`src/include/speh_pkg.sv`:
```
package speh_pkg;
   // Register byte offsets
   localparam logic [7:0] SPEH_OFF_STATUS  = 8'h00;  // Sticky error status, write one to clear
   localparam logic [7:0] SPEH_OFF_ENABLE  = 8'h04;  // Status enables and global enable
   localparam logic [7:0] SPEH_OFF_CONTROL = 8'h08;  // Start control, switching mode
   localparam logic [7:0] SPEH_OFF_PORTST  = 8'h0C;  // Running, halt, failing device
   localparam logic [7:0] SPEH_OFF_LINKERR = 8'h10;  // Link error register, write one to clear
   // Status bit positions
   localparam int SPEH_ST_OFS  = 0;   // Overflow
   localparam int SPEH_ST_INFS = 1;   // Non-fatal interface
   localparam int SPEH_ST_IFS  = 2;   // Fatal interface
   localparam int SPEH_ST_HBFS = 3;   // Host bus fatal
   localparam int SPEH_ST_HBDS = 4;   // Host data error
   localparam int SPEH_ST_TFES = 5;   // Taskfile error
   localparam int SPEH_ST_W    = 6;   // Status width
   // Control and port status bits
   localparam int SPEH_CT_START = 0;  // Port start control
   localparam int SPEH_CT_FBS   = 1;  // Switching enable
   localparam int SPEH_EN_GLOB  = 31; // Global interrupt enable position
   localparam int SPEH_PS_CR    = 0;  // Command running indicator
   localparam int SPEH_PS_HALT  = 1;  // Fatal halt
   localparam int SPEH_PS_SDE   = 2;  // Single device error flag
   localparam int SPEH_PS_DEV   = 4;  // Failing device field base
   // Link error bits
   localparam int SPEH_LE_PROTO = 0;  // Protocol error bit
   localparam int SPEH_LE_CRC   = 1;  // CRC error
   localparam int SPEH_LE_RERR  = 2;  // R_ERR received
   localparam int SPEH_LE_W     = 3;
   localparam logic [31:0] SPEH_RST_WORD = 32'h0000_0000; // Reset value of all registers

   // Link-side events: one-cycle error pulses plus level qualifiers (slot, idle, device, bytes)
   typedef struct packed {
      logic       rd_overflow;    // Read data beyond table
      logic       wr_dma_activate;// Extra DMA Activate with table exhausted
      logic       rd_underflow;   // Read ended short of table
      logic       ncq_cmd;        // Current command is queued
      logic       pio_data_odd;   // Intermediate PIO data not whole Dwords
      logic       pio_data_len;   // PIO data length mismatch
      logic       esc_d2h;        // Device escaped a received FIS
      logic       esc_h2d_data;   // Escape on sent Data FIS
      logic       esc_h2d_ctl;    // Escape on sent non-Data FIS
      logic       rerr_h2d_data;  // R_ERR on sent Data FIS
      logic       rerr_h2d_ctl;   // R_ERR on sent non-Data FIS
      logic       crc_data;       // CRC error on received Data FIS
      logic       crc_ctl;        // CRC error on received non-Data FIS
      logic       d2h_fis;        // Valid D2H FIS received
      logic       d2h_dma_setup;  // That FIS is DMA Setup
      logic       d2h_reg_err;    // That FIS is Register FIS with error bit
      logic       slot_active;    // Device has an active command slot
      logic       host_bus_fatal; // Host bus fatal error
      logic       host_data_err;  // Host data error
      logic       taskfile_err;   // Taskfile error
      logic       ctl_done;       // Retried non-Data FIS accepted
      logic       link_idle;      // Device is quiescent
      logic [3:0] dev;            // Device of the event
      logic [15:0] last_fis_bytes;// Bytes of last received FIS
   } speh_evt_t;

   // Actions toward the link layer
   typedef struct packed {
      logic        send_escape;   // Abort current FIS
      logic        send_hold;     // Hold device, no data
      logic        send_rerr;     // Answer R_ERR
      logic        retry_ctl;     // Retransmit failed non-Data FIS
      logic        post_fis;      // Post received FIS
      logic        ack_dma_setup; // Acknowledge DMA Setup
      logic        issue_ok;      // New commands may issue
      logic        bc_we;         // Write descriptor byte count
      logic [15:0] bc_value;      // Byte count value
   } speh_act_t;
endpackage

```
`src/speh_port_error.sv`:
```
// The APB register port and the register offsets were left to the implementer.
`timescale 1ns/100ps
// Operation
// - Read overflow sets status, interrupt, continues
// - DMA write overflow holds, flags on Activate
// - Switching overflow records device, single error
// - Read underflow loads descriptor byte count
// - Queued underflow and tag unchecked
// - Odd intermediate PIO data is fatal
// - PIO length mismatch: R_ERR, fatal
// - Device escape on received FIS fatal
// - Escape on sent Data FIS fatal
// - Escape on control FIS depends on switching
// - R_ERR on Data FIS fatal halt unless switching
// - Switching R_ERR Data: link bits, continue
// - R_ERR control FIS non-fatal, retransmit
// - CRC error: Data fatal, control non-fatal
// - Stray DMA Setup is fatal
// - Other stray D2H FIS silently dropped
// - Abort sends escape, idles when quiet
// - Abort reports errors without waiting
// - Fatal status halts, clears running
// - Restart by start clear then set
// - Non-fatal errors keep port operating
// - Retry control FIS until success or stop
module speh_port_error
   import speh_pkg::*;
#(
   parameter int DEV_W = 4  // Failing device field width
)(
   input  wire logic        pclk,
   input  wire logic        presetn,
   input  wire logic        psel,
   input  wire logic        penable,
   input  wire logic        pwrite,
   input  wire logic [7:0]  paddr,
   input  wire logic [31:0] pwdata,
   output logic      [31:0] prdata,
   output logic             pready,
   output logic             pslverr,
   input  wire speh_evt_t   evt,
   output speh_act_t        act,
   output logic             irq
);
   // Abort sequence states
   typedef enum logic [1:0] {SPEH_IDLE, SPEH_ESC, SPEH_WAITQ} speh_ab_t;

   logic [SPEH_ST_W-1:0] sts_ff, nxt_sts;     // Sticky status
   logic [SPEH_ST_W-1:0] en_ff, nxt_en;       // Status enables
   logic                 glob_ff, nxt_glob;   // Global enable
   logic                 start_ff, nxt_start; // Start control
   logic                 fbs_ff, nxt_fbs;     // Switching enable
   logic                 halt_ff, nxt_halt;   // Fatal halt
   logic                 cr_ff, nxt_cr;       // Command running
   logic                 sde_ff, nxt_sde;     // Single device error
   logic [DEV_W-1:0]     dev_ff, nxt_dev;     // Failing device
   logic [SPEH_LE_W-1:0] le_ff, nxt_le;       // Link errors
   logic                 retry_ff, nxt_retry; // Control FIS retry pending
   logic                 rtw_ff, nxt_rtw;     // Resend out, outcome awaited
   speh_ab_t             ab_ff, nxt_ab;       // Abort state
   logic [31:0]          rd_ff, nxt_rd;       // Read data
   logic                 rdy_ff, nxt_rdy;     // Ready
   logic                 err_ff, nxt_err;     // Slave error
   speh_act_t            act_ff, nxt_act;     // Link actions
   logic                 irq_ff, nxt_irq;     // Interrupt

   // Known register offset check
   function automatic logic speh_mapped(input logic [7:0] a);
      speh_mapped = (a == SPEH_OFF_STATUS) || (a == SPEH_OFF_ENABLE) || (a == SPEH_OFF_CONTROL)
                 || (a == SPEH_OFF_PORTST) || (a == SPEH_OFF_LINKERR);
   endfunction

   // Writes land at the edge that ends the access, reads are fetched one earlier
   logic wr_acc;   // Write in access phase, with ready
   logic rd_acc;   // Read in access phase, before ready
   assign wr_acc = psel && penable && pwrite && rdy_ff;
   assign rd_acc = psel && penable && !pwrite && !rdy_ff;

   // Error classification, control and bus
   always_comb
   begin
      logic [SPEH_ST_W-1:0] set_s;  // Status to set
      logic [SPEH_LE_W-1:0] set_l;  // Link bits to set
      logic                 rec;    // Record failing device
      logic                 stray;  // D2H FIS with no slot
      logic                 abort;  // Unrecoverable, abort link
      set_s = '0;
      set_l = '0;
      rec   = 1'b0;
      stray = evt.d2h_fis && !evt.slot_active;
      abort = 1'b0;
      nxt_act = '0;
      // Overflow on reads, and DMA write overflow on extra Activate
      if (evt.rd_overflow || evt.wr_dma_activate)
      begin
         set_s[SPEH_ST_OFS] = 1'b1;
         rec = fbs_ff;
      end
      nxt_act.send_hold = evt.wr_dma_activate;
      abort = evt.wr_dma_activate;
      // Underflow only for non-queued reads
      nxt_act.bc_we    = evt.rd_underflow && !evt.ncq_cmd;
      nxt_act.bc_value = evt.last_fis_bytes;
      // PIO size errors
      if (evt.pio_data_odd || evt.pio_data_len)
      begin
         set_l[SPEH_LE_PROTO] = 1'b1;
         set_s[SPEH_ST_IFS]   = 1'b1;
      end
      nxt_act.send_rerr = evt.pio_data_len || evt.crc_data || evt.crc_ctl;
      // SYNC Escape by device
      if (evt.esc_d2h || evt.esc_h2d_data)
         set_s[SPEH_ST_IFS] = 1'b1;
      if (evt.esc_h2d_ctl)
      begin
         if (fbs_ff)
         begin
            set_s[SPEH_ST_INFS] = 1'b1;
            rec = 1'b1;
         end
         else
            set_s[SPEH_ST_IFS] = 1'b1;
      end
      // R_ERR from device
      if (evt.rerr_h2d_data)
      begin
         set_l[SPEH_LE_RERR] = 1'b1;
         if (!fbs_ff)
            set_s[SPEH_ST_IFS] = 1'b1;
      end
      if (evt.rerr_h2d_ctl)
      begin
         set_l[SPEH_LE_RERR] = 1'b1;
         set_s[SPEH_ST_INFS] = 1'b1;
      end
      // CRC on received FIS
      if (evt.crc_data || evt.crc_ctl)
         set_l[SPEH_LE_CRC] = 1'b1;
      if (evt.crc_data)
         set_s[SPEH_ST_IFS] = 1'b1;
      if (evt.crc_ctl)
         set_s[SPEH_ST_INFS] = 1'b1;
      // Stray DMA Setup is fatal, others dropped
      if (stray && evt.d2h_dma_setup)
         set_s[SPEH_ST_IFS] = 1'b1;
      nxt_act.post_fis = evt.d2h_fis && evt.slot_active;
      // Register FIS with error under switching declares device error
      if (evt.d2h_fis && evt.slot_active && evt.d2h_reg_err && fbs_ff)
         rec = 1'b1;
      // Host side faults
      set_s[SPEH_ST_HBFS] = evt.host_bus_fatal;
      set_s[SPEH_ST_HBDS] = evt.host_data_err;
      set_s[SPEH_ST_TFES] = evt.taskfile_err;
      abort = abort || evt.esc_h2d_data || evt.pio_data_odd || evt.host_bus_fatal
              || evt.host_data_err;
      // Status registers: set wins over clear
      nxt_sts = sts_ff;
      nxt_le  = le_ff;
      if (wr_acc && paddr == SPEH_OFF_STATUS)
         nxt_sts = sts_ff & ~pwdata[SPEH_ST_W-1:0];
      if (wr_acc && paddr == SPEH_OFF_LINKERR)
         nxt_le = le_ff & ~pwdata[SPEH_LE_W-1:0];
      nxt_sts = nxt_sts | set_s;
      nxt_le  = nxt_le | set_l;
      nxt_sde = sde_ff;
      nxt_dev = dev_ff;
      if (wr_acc && paddr == SPEH_OFF_PORTST && pwdata[SPEH_PS_SDE])
         nxt_sde = 1'b0;
      if (rec)
      begin
         nxt_sde = 1'b1;
         nxt_dev = evt.dev[DEV_W-1:0];
      end
      // Enables and control
      nxt_en    = en_ff;
      nxt_glob  = glob_ff;
      nxt_start = start_ff;
      nxt_fbs   = fbs_ff;
      if (wr_acc && paddr == SPEH_OFF_ENABLE)
      begin
         nxt_en   = pwdata[SPEH_ST_W-1:0];
         nxt_glob = pwdata[SPEH_EN_GLOB];
      end
      if (wr_acc && paddr == SPEH_OFF_CONTROL)
      begin
         nxt_start = pwdata[SPEH_CT_START];
         nxt_fbs   = pwdata[SPEH_CT_FBS];
      end
      // Fatal halt; leaves only when start goes from 0 to 1
      nxt_halt = halt_ff;
      if (|(set_s & ((6'h01 << SPEH_ST_IFS) | (6'h01 << SPEH_ST_HBFS)
                   | (6'h01 << SPEH_ST_HBDS) | (6'h01 << SPEH_ST_TFES))))
         nxt_halt = 1'b1;
      else if (!start_ff && nxt_start)
         nxt_halt = 1'b0;
      nxt_cr = nxt_start && !nxt_halt;
      // Control FIS retry until done or stopped; other FISes still served
      nxt_retry = retry_ff;
      if (evt.rerr_h2d_ctl || (evt.esc_h2d_ctl && fbs_ff))
         nxt_retry = 1'b1;
      else if (evt.ctl_done || !start_ff)
         nxt_retry = 1'b0;
      // One resend at a time; its outcome is awaited before the next
      nxt_rtw = rtw_ff;
      if (act_ff.retry_ctl)
         nxt_rtw = 1'b1;
      if (evt.rerr_h2d_ctl || evt.ctl_done || !start_ff)
         nxt_rtw = 1'b0;
      nxt_act.retry_ctl = retry_ff && !rtw_ff && !act_ff.retry_ctl && start_ff && !evt.d2h_fis;
      nxt_act.issue_ok      = nxt_cr;
      nxt_act.ack_dma_setup = nxt_cr && evt.d2h_fis && evt.d2h_dma_setup && evt.slot_active;
      // Abort: one escape cycle, then wait until device quiet
      nxt_ab = ab_ff;
      case (ab_ff)
         SPEH_IDLE:  if (abort) nxt_ab = SPEH_ESC;
         SPEH_ESC:   nxt_ab = SPEH_WAITQ;
         SPEH_WAITQ: if (evt.link_idle) nxt_ab = SPEH_IDLE;
         default:    nxt_ab = SPEH_IDLE;
      endcase
      nxt_act.send_escape = (nxt_ab == SPEH_ESC);
      nxt_irq = |(nxt_sts & nxt_en) && nxt_glob;
      // APB answer one cycle into access
      nxt_rdy = psel && penable && !rdy_ff;
      nxt_err = psel && penable && !rdy_ff && !speh_mapped(paddr);
      nxt_rd  = SPEH_RST_WORD;
      if (rd_acc)
      begin
         case (paddr)
            SPEH_OFF_STATUS:  nxt_rd[SPEH_ST_W-1:0] = sts_ff;
            SPEH_OFF_ENABLE:
            begin
               nxt_rd[SPEH_ST_W-1:0]  = en_ff;
               nxt_rd[SPEH_EN_GLOB]   = glob_ff;
            end
            SPEH_OFF_CONTROL:
            begin
               nxt_rd[SPEH_CT_START] = start_ff;
               nxt_rd[SPEH_CT_FBS]   = fbs_ff;
            end
            SPEH_OFF_PORTST:
            begin
               nxt_rd[SPEH_PS_CR]   = cr_ff;
               nxt_rd[SPEH_PS_HALT] = halt_ff;
               nxt_rd[SPEH_PS_SDE]  = sde_ff;
               nxt_rd[SPEH_PS_DEV +: DEV_W] = dev_ff;
            end
            SPEH_OFF_LINKERR: nxt_rd[SPEH_LE_W-1:0] = le_ff;
            default:          nxt_rd = SPEH_RST_WORD;
         endcase
      end
   end

   // State registers
   always_ff @(posedge pclk or negedge presetn)
   begin
      if (!presetn)
      begin
         sts_ff   <= '0;
         en_ff    <= '0;
         glob_ff  <= 1'b0;
         start_ff <= 1'b0;
         fbs_ff   <= 1'b0;
         halt_ff  <= 1'b0;
         cr_ff    <= 1'b0;
         sde_ff   <= 1'b0;
         dev_ff   <= '0;
         le_ff    <= '0;
         retry_ff <= 1'b0;
         rtw_ff   <= 1'b0;
         ab_ff    <= SPEH_IDLE;
         rd_ff    <= SPEH_RST_WORD;
         rdy_ff   <= 1'b0;
         err_ff   <= 1'b0;
         act_ff   <= '0;
         irq_ff   <= 1'b0;
      end
      else
      begin
         sts_ff   <= nxt_sts;
         en_ff    <= nxt_en;
         glob_ff  <= nxt_glob;
         start_ff <= nxt_start;
         fbs_ff   <= nxt_fbs;
         halt_ff  <= nxt_halt;
         cr_ff    <= nxt_cr;
         sde_ff   <= nxt_sde;
         dev_ff   <= nxt_dev;
         le_ff    <= nxt_le;
         retry_ff <= nxt_retry;
         rtw_ff   <= nxt_rtw;
         ab_ff    <= nxt_ab;
         rd_ff    <= nxt_rd;
         rdy_ff   <= nxt_rdy;
         err_ff   <= nxt_err;
         act_ff   <= nxt_act;
         irq_ff   <= nxt_irq;
      end
   end

   assign prdata  = rd_ff;
   assign pready  = rdy_ff;
   assign pslverr = err_ff;
   assign act     = act_ff;
   assign irq     = irq_ff;

   // Checks
   a_ovf_sets: assert property (@(posedge pclk) disable iff (!presetn)
      evt.rd_overflow |=> sts_ff[SPEH_ST_OFS]) else $error("overflow not flagged");
   a_fbs_record: assert property (@(posedge pclk) disable iff (!presetn)
      (evt.rd_overflow && fbs_ff) |=> sde_ff && dev_ff == $past(evt.dev[DEV_W-1:0]))
      else $error("device not recorded");
   a_pio_fatal: assert property (@(posedge pclk) disable iff (!presetn)
      evt.pio_data_len |=> sts_ff[SPEH_ST_IFS] && le_ff[SPEH_LE_PROTO] && act_ff.send_rerr && halt_ff)
      else $error("pio mismatch not fatal");
   a_ctl_escape: assert property (@(posedge pclk) disable iff (!presetn)
      (evt.esc_h2d_ctl && fbs_ff && !evt.esc_d2h && !evt.esc_h2d_data && !evt.pio_data_odd
       && !evt.pio_data_len && !evt.rerr_h2d_data && !evt.crc_data && !evt.d2h_dma_setup)
      |=> sts_ff[SPEH_ST_INFS] && !$rose(sts_ff[SPEH_ST_IFS])) else $error("escape class");
   a_crc_data: assert property (@(posedge pclk) disable iff (!presetn)
      evt.crc_data |=> sts_ff[SPEH_ST_IFS] ##1 !cr_ff) else $error("crc data not fatal");
   a_stray_drop: assert property (@(posedge pclk) disable iff (!presetn)
      (evt.d2h_fis && !evt.slot_active) |=> !act_ff.post_fis) else $error("stray posted");
   a_halt_cr: assert property (@(posedge pclk) disable iff (!presetn)
      halt_ff |-> !cr_ff && !act_ff.ack_dma_setup) else $error("running while halted");
   a_irq_or: assert property (@(posedge pclk) disable iff (!presetn)
      irq_ff == (|(sts_ff & en_ff) && glob_ff)) else $error("irq mismatch");
   a_abort_esc: assert property (@(posedge pclk) disable iff (!presetn)
      (evt.esc_h2d_data && ab_ff == SPEH_IDLE) |=> act_ff.send_escape ##1 !act_ff.send_escape)
      else $error("no escape");
   a_retry_once: assert property (@(posedge pclk) disable iff (!presetn)
      act_ff.retry_ctl |=> !act_ff.retry_ctl) else $error("resend not single");
   a_stray_setup: assert property (@(posedge pclk) disable iff (!presetn)
      (evt.d2h_fis && evt.d2h_dma_setup && !evt.slot_active) |=> sts_ff[SPEH_ST_IFS] && halt_ff)
      else $error("stray setup not fatal");
   a_write_ovf: assert property (@(posedge pclk) disable iff (!presetn)
      evt.wr_dma_activate |=> sts_ff[SPEH_ST_OFS] && act_ff.send_hold) else $error("write overflow");
   c_overflow: cover property (@(posedge pclk) evt.rd_overflow ##1 irq_ff);
   c_wr_ovf:   cover property (@(posedge pclk) act_ff.send_hold);
   c_halt:     cover property (@(posedge pclk) $rose(halt_ff));
   c_restart:  cover property (@(posedge pclk) $fell(halt_ff) ##1 cr_ff);
   c_retry:    cover property (@(posedge pclk) act_ff.retry_ctl);
endmodule // speh_port_error

```
`config.mk`:
```
export PLATFORM = sky130hd
export DESIGN_NAME = speh_port_error
export DESIGN_NICKNAME = d
export VERILOG_FILES = /design/src/include/speh_pkg.sv /design/src/speh_port_error.sv
export SDC_FILE = /design/constraint.sdc
export NUM_CORES = 1
export LEC_CHECK = 0
export BUFFER_PORTS_ARGS = -buffer_cell sky130_fd_sc_hd__buf_2
export CAP_MARGIN = 20
export CORE_ASPECT_RATIO = 1.1
export CORE_MARGIN = 2
export CORE_UTILIZATION = 31
export CTS_CLUSTER_DIAMETER = 80
export CTS_CLUSTER_SIZE = 14
export DETAILED_ROUTE_END_ITERATION = 7
export SYNTH_ARGS = -nofsm -noshare
export SYNTH_HDL_FRONTEND = slang
export SYNTH_SLANG_ARGS = --single-unit
```
`constraint.sdc`:
```
create_clock -name pclk -period 1.9 [get_ports pclk]
set_input_delay 0.57 -clock pclk [delete_from_list [all_inputs] [get_ports pclk]]
set_output_delay 0.57 -clock pclk [all_outputs]
set_load 0.05 [all_outputs]
```
==> results.cfg <==
[setup_path]
r2r_setup_slack_ns = 0.14
crit_path_start_kind = input port
timing.rr.end = act[18]
path_common_cell = and3_1
ff2ff_path_depth = 6
crit_fanout = 12
crit_type = input port to register
cp_slowest_cell = mux2_2
worstPathCellList = buf_2 > nor4_4 > buf_4 > nand4_1 > mux2_2 > and3_1 > and3_1
crit_start = paddr[6]
cp.required_ns = 2.13
arrival_ns = 2.06
end_kind = register
max_stage_delay_ns = 0.34
reg2reg_from = pready

[timing]
skew_ns = 0.00685
rsz0062_at_grt = true
setup_viol = 0
slew_viol_final = 0
period_share_pct = 96.6
fmax_ghz = 0.545
min_period_ns = 1.84
worst_hold_slack_ns = 0.131
hold_violations = 0
fin_tns_setup_ns = 0

[logic_synthesis]
synth.distinct_cells = 42
ys_seq_elements = 64
syn_inst = 204
yosysWarnings = 0
syn_area_per_cell_um2 = 13.0
synth_area_leaders = dfrtp_1, buf_4, mux2_2, a222oi_1, and3_1
yosys.area.top_type = dfrtp_1
yosysTopAreaCellShare_pct = 60.4
yosysSeqAreaShare_pct = 60.4
netlist_area_um2 = 2650

[job]
maxCapViolCount = 0

[placement]
post-place-cells = 429
dp_hpwl_um = 4910
gp_congestion = 0.835
portBuffers = 97
placed_cell_area_um2 = 3350

[finish]
diodes = 0
fin_nets = 416
layout-drive-gt1-share_pct = 49.7
syn_to_final_growth_pct = 32.5
final_area_um2 = 3510
instances_no_fill = 443

[clock_tree]
cts_num_sinks = 64
clk_pin_slew_ns = 0.06
h-tree-depth = 3
ctsLongestPathBuffers = 2
cts_tree = built
cts_made_buffers = 9
ctsHoldBuffers = 0
insertion_delay_ns = 0.34
cts_setup_buffers = 0
root_buffer = clkbuf_8

[route]
finalWirelength_um = 6190
vias_per_cell = 4.47
vias = 1981
routedWlPerCell_um = 14.0
met3_length_um = 479
drc = 0
dr.pass1.iters = 6
ant_nets = 0
drtIter0Drc = 97
wl_met2_um = 2940
drt-met1-wl_um = 2650
dr.max_layer_used = met4

[global_route]
grt_pass1_vias = 1956
antenna_found_initial = 0
grt_usage_pct = 14.0
grt_max_degree = 36
grt_pass1_wl_um = 9870
overflow = 0

[die]
pin_count = 146
die_y_um = 101
die_area_um2 = 9310
start_util_pct = 31.7
die_w_um = 92.2
rows = 35
fp.coreArea_um2 = 8360

[power]
power_density_nw_per_um2 = 819
irDropWorstVdd_v = 0.000248
swShare_pct = 29.3
seq_power_share_pct = 50.6
power_mw = 2.88
leakage_nw = 1.75
switching_power_mw = 0.843
pwr-share-clk_pct = 33.4
p_int_mw = 2.03
p_comb_share_pct = 15.9

[min_path]
hp-class = input port to async pin

[run_status]
outcome = finished, final reports clean
## power groups by stage
stage | clock [mW] | sequential (mW) | combinational [mW]
final | 0.962 | 1.46 | 0.459
after CTS | 0.995 | 1.46 | 0.464
after global placement | 0 | 1.48 | 0.457
after global routing | 1.08 | 1.46 | 0.490
after detailed placement | 0 | 1.48 | 0.461
after floorplan | 0 | 1.60 | 0.192
## metal layers
| layer | global-route usage [%] | up-vias |
|---|---|---|
| li1 | - | 949 |
| met1 | 16.9 | 936 |
| met2 | 23.0 | 85 |
| met3 | 4.34 | 11 |
| met4 | 6.54 | 0 |
| met5 | 0 | - |
## final cells by class
class / count / area [µm²]
multi-input cells: 131 / 922
well taps: 111 / 139
clock inverters: 4 / 22.5
inverters: 1 / 3.75
fillers: 795 / 4850
repair buffers: 122 / 686
clock buffers: 10 / 138
flip-flops and latches: 64 / 1600
## critical path, delay by kind of cell
family                 cells  cell delay [ns]
AND/OR/NAND/NOR            4             0.81
buffers and inverters      2             0.34
multiplexers               1             0.34
## cells in the mapped netlist (all sizes together)
| cell | instances |
|---|---|
| a211oi | 2 |
| nor3 | 3 |
| a222oi | 5 |
| a21o | 6 |
| and3 | 9 |
| or3 | 1 |
| a31oi | 1 |
| and2 | 3 |
| nand4 | 7 |
| conb | 1 |
| and4b | 2 |
| and4 | 1 |
| inv | 1 |
| o41ai | 1 |
| nand3b | 1 |
| mux2 | 12 |
| nand2 | 8 |
| and2b | 1 |
| nand3 | 4 |
| nand4b | 1 |
| a22oi | 6 |
| nor4 | 5 |
| o21ai | 3 |
| o21bai | 1 |
| a211o | 5 |
| dfrtp | 64 |
| nor3b | 2 |
| nor2 | 7 |
| a21oi | 3 |
| nand2b | 2 |
| clkbuf | 1 |
| buf | 29 |
| nor2b | 4 |
| mux2i | 2 |
## worst max path at each step
stage,endpoint,cells after the start,slack (ns)
5_1_grt,act[18],7,-0.02
2_1_floorplan,irq,6,-0.02
4_1_cts,act[18],7,0.05
3_5_place_dp,act[18],7,-0.30
3_3_place_gp,irq,7,-0.29
6_report,act[18],7,0.06
## metrics by stage
step / util, % / setup slack, ns
4_1_cts: 41.9 / 0.0519
3_5_place_dp: 40.0 / -0.305
5_1_grt: 42.0 / -0.0194
3_3_place_gp: 40.0 / -0.291
2_1_floorplan: - / -0.0206
6_report: 42.0 / 0.0646
## placed cells by master, fill, tap and decap left out, drive strengths merged, types with 3 or more instances in the layout
cell    synthesis  layout
clkbuf          1      10
a21oi           3       3
and3            9       9
clkinv          0       3
o21ai           3       3
a22oi           6       6
mux2           12      12
a211o           5       5
and2            3       3
conb            1      23
nor2            7       7
nor3            3       3
nand3           4       4
a21o            6       6
nand4           7       7
a222oi          5       5
nor2b           4       4
buf            29     122
nor4            5       5
nand2           8       8
dfrtp          64      64
## sequential cells by signal (all words and copies together) (netlist names)
signal,flops
dev_ff,4
act,24
ab_ff,2
sts_ff,6
retry_ff,1
pready,1
pslverr,1
start_ff,1
prdata,9
rtw_ff,1
le_ff,3
fbs_ff,1
glob_ff,1
en_ff,6
irq,1
sde_ff,1
halt_ff,1
## kinds of logic after synthesis
group,count (synthesis),synth area share [%]
DFF,64,60.4
other,1,0.141
AOI/OAI and AO/OA,33,10.4
and+or+nand+nor,61,14.7
muxes,14,5.85
buffers and inverters,31,8.58
## what timing repair did
item,in CTS,in global routing
endpoints found under the setup margin,0,2
gates resized for setup,0,1
hold endpoints to repair,0,0
Power figures use the tool's default switching activity.
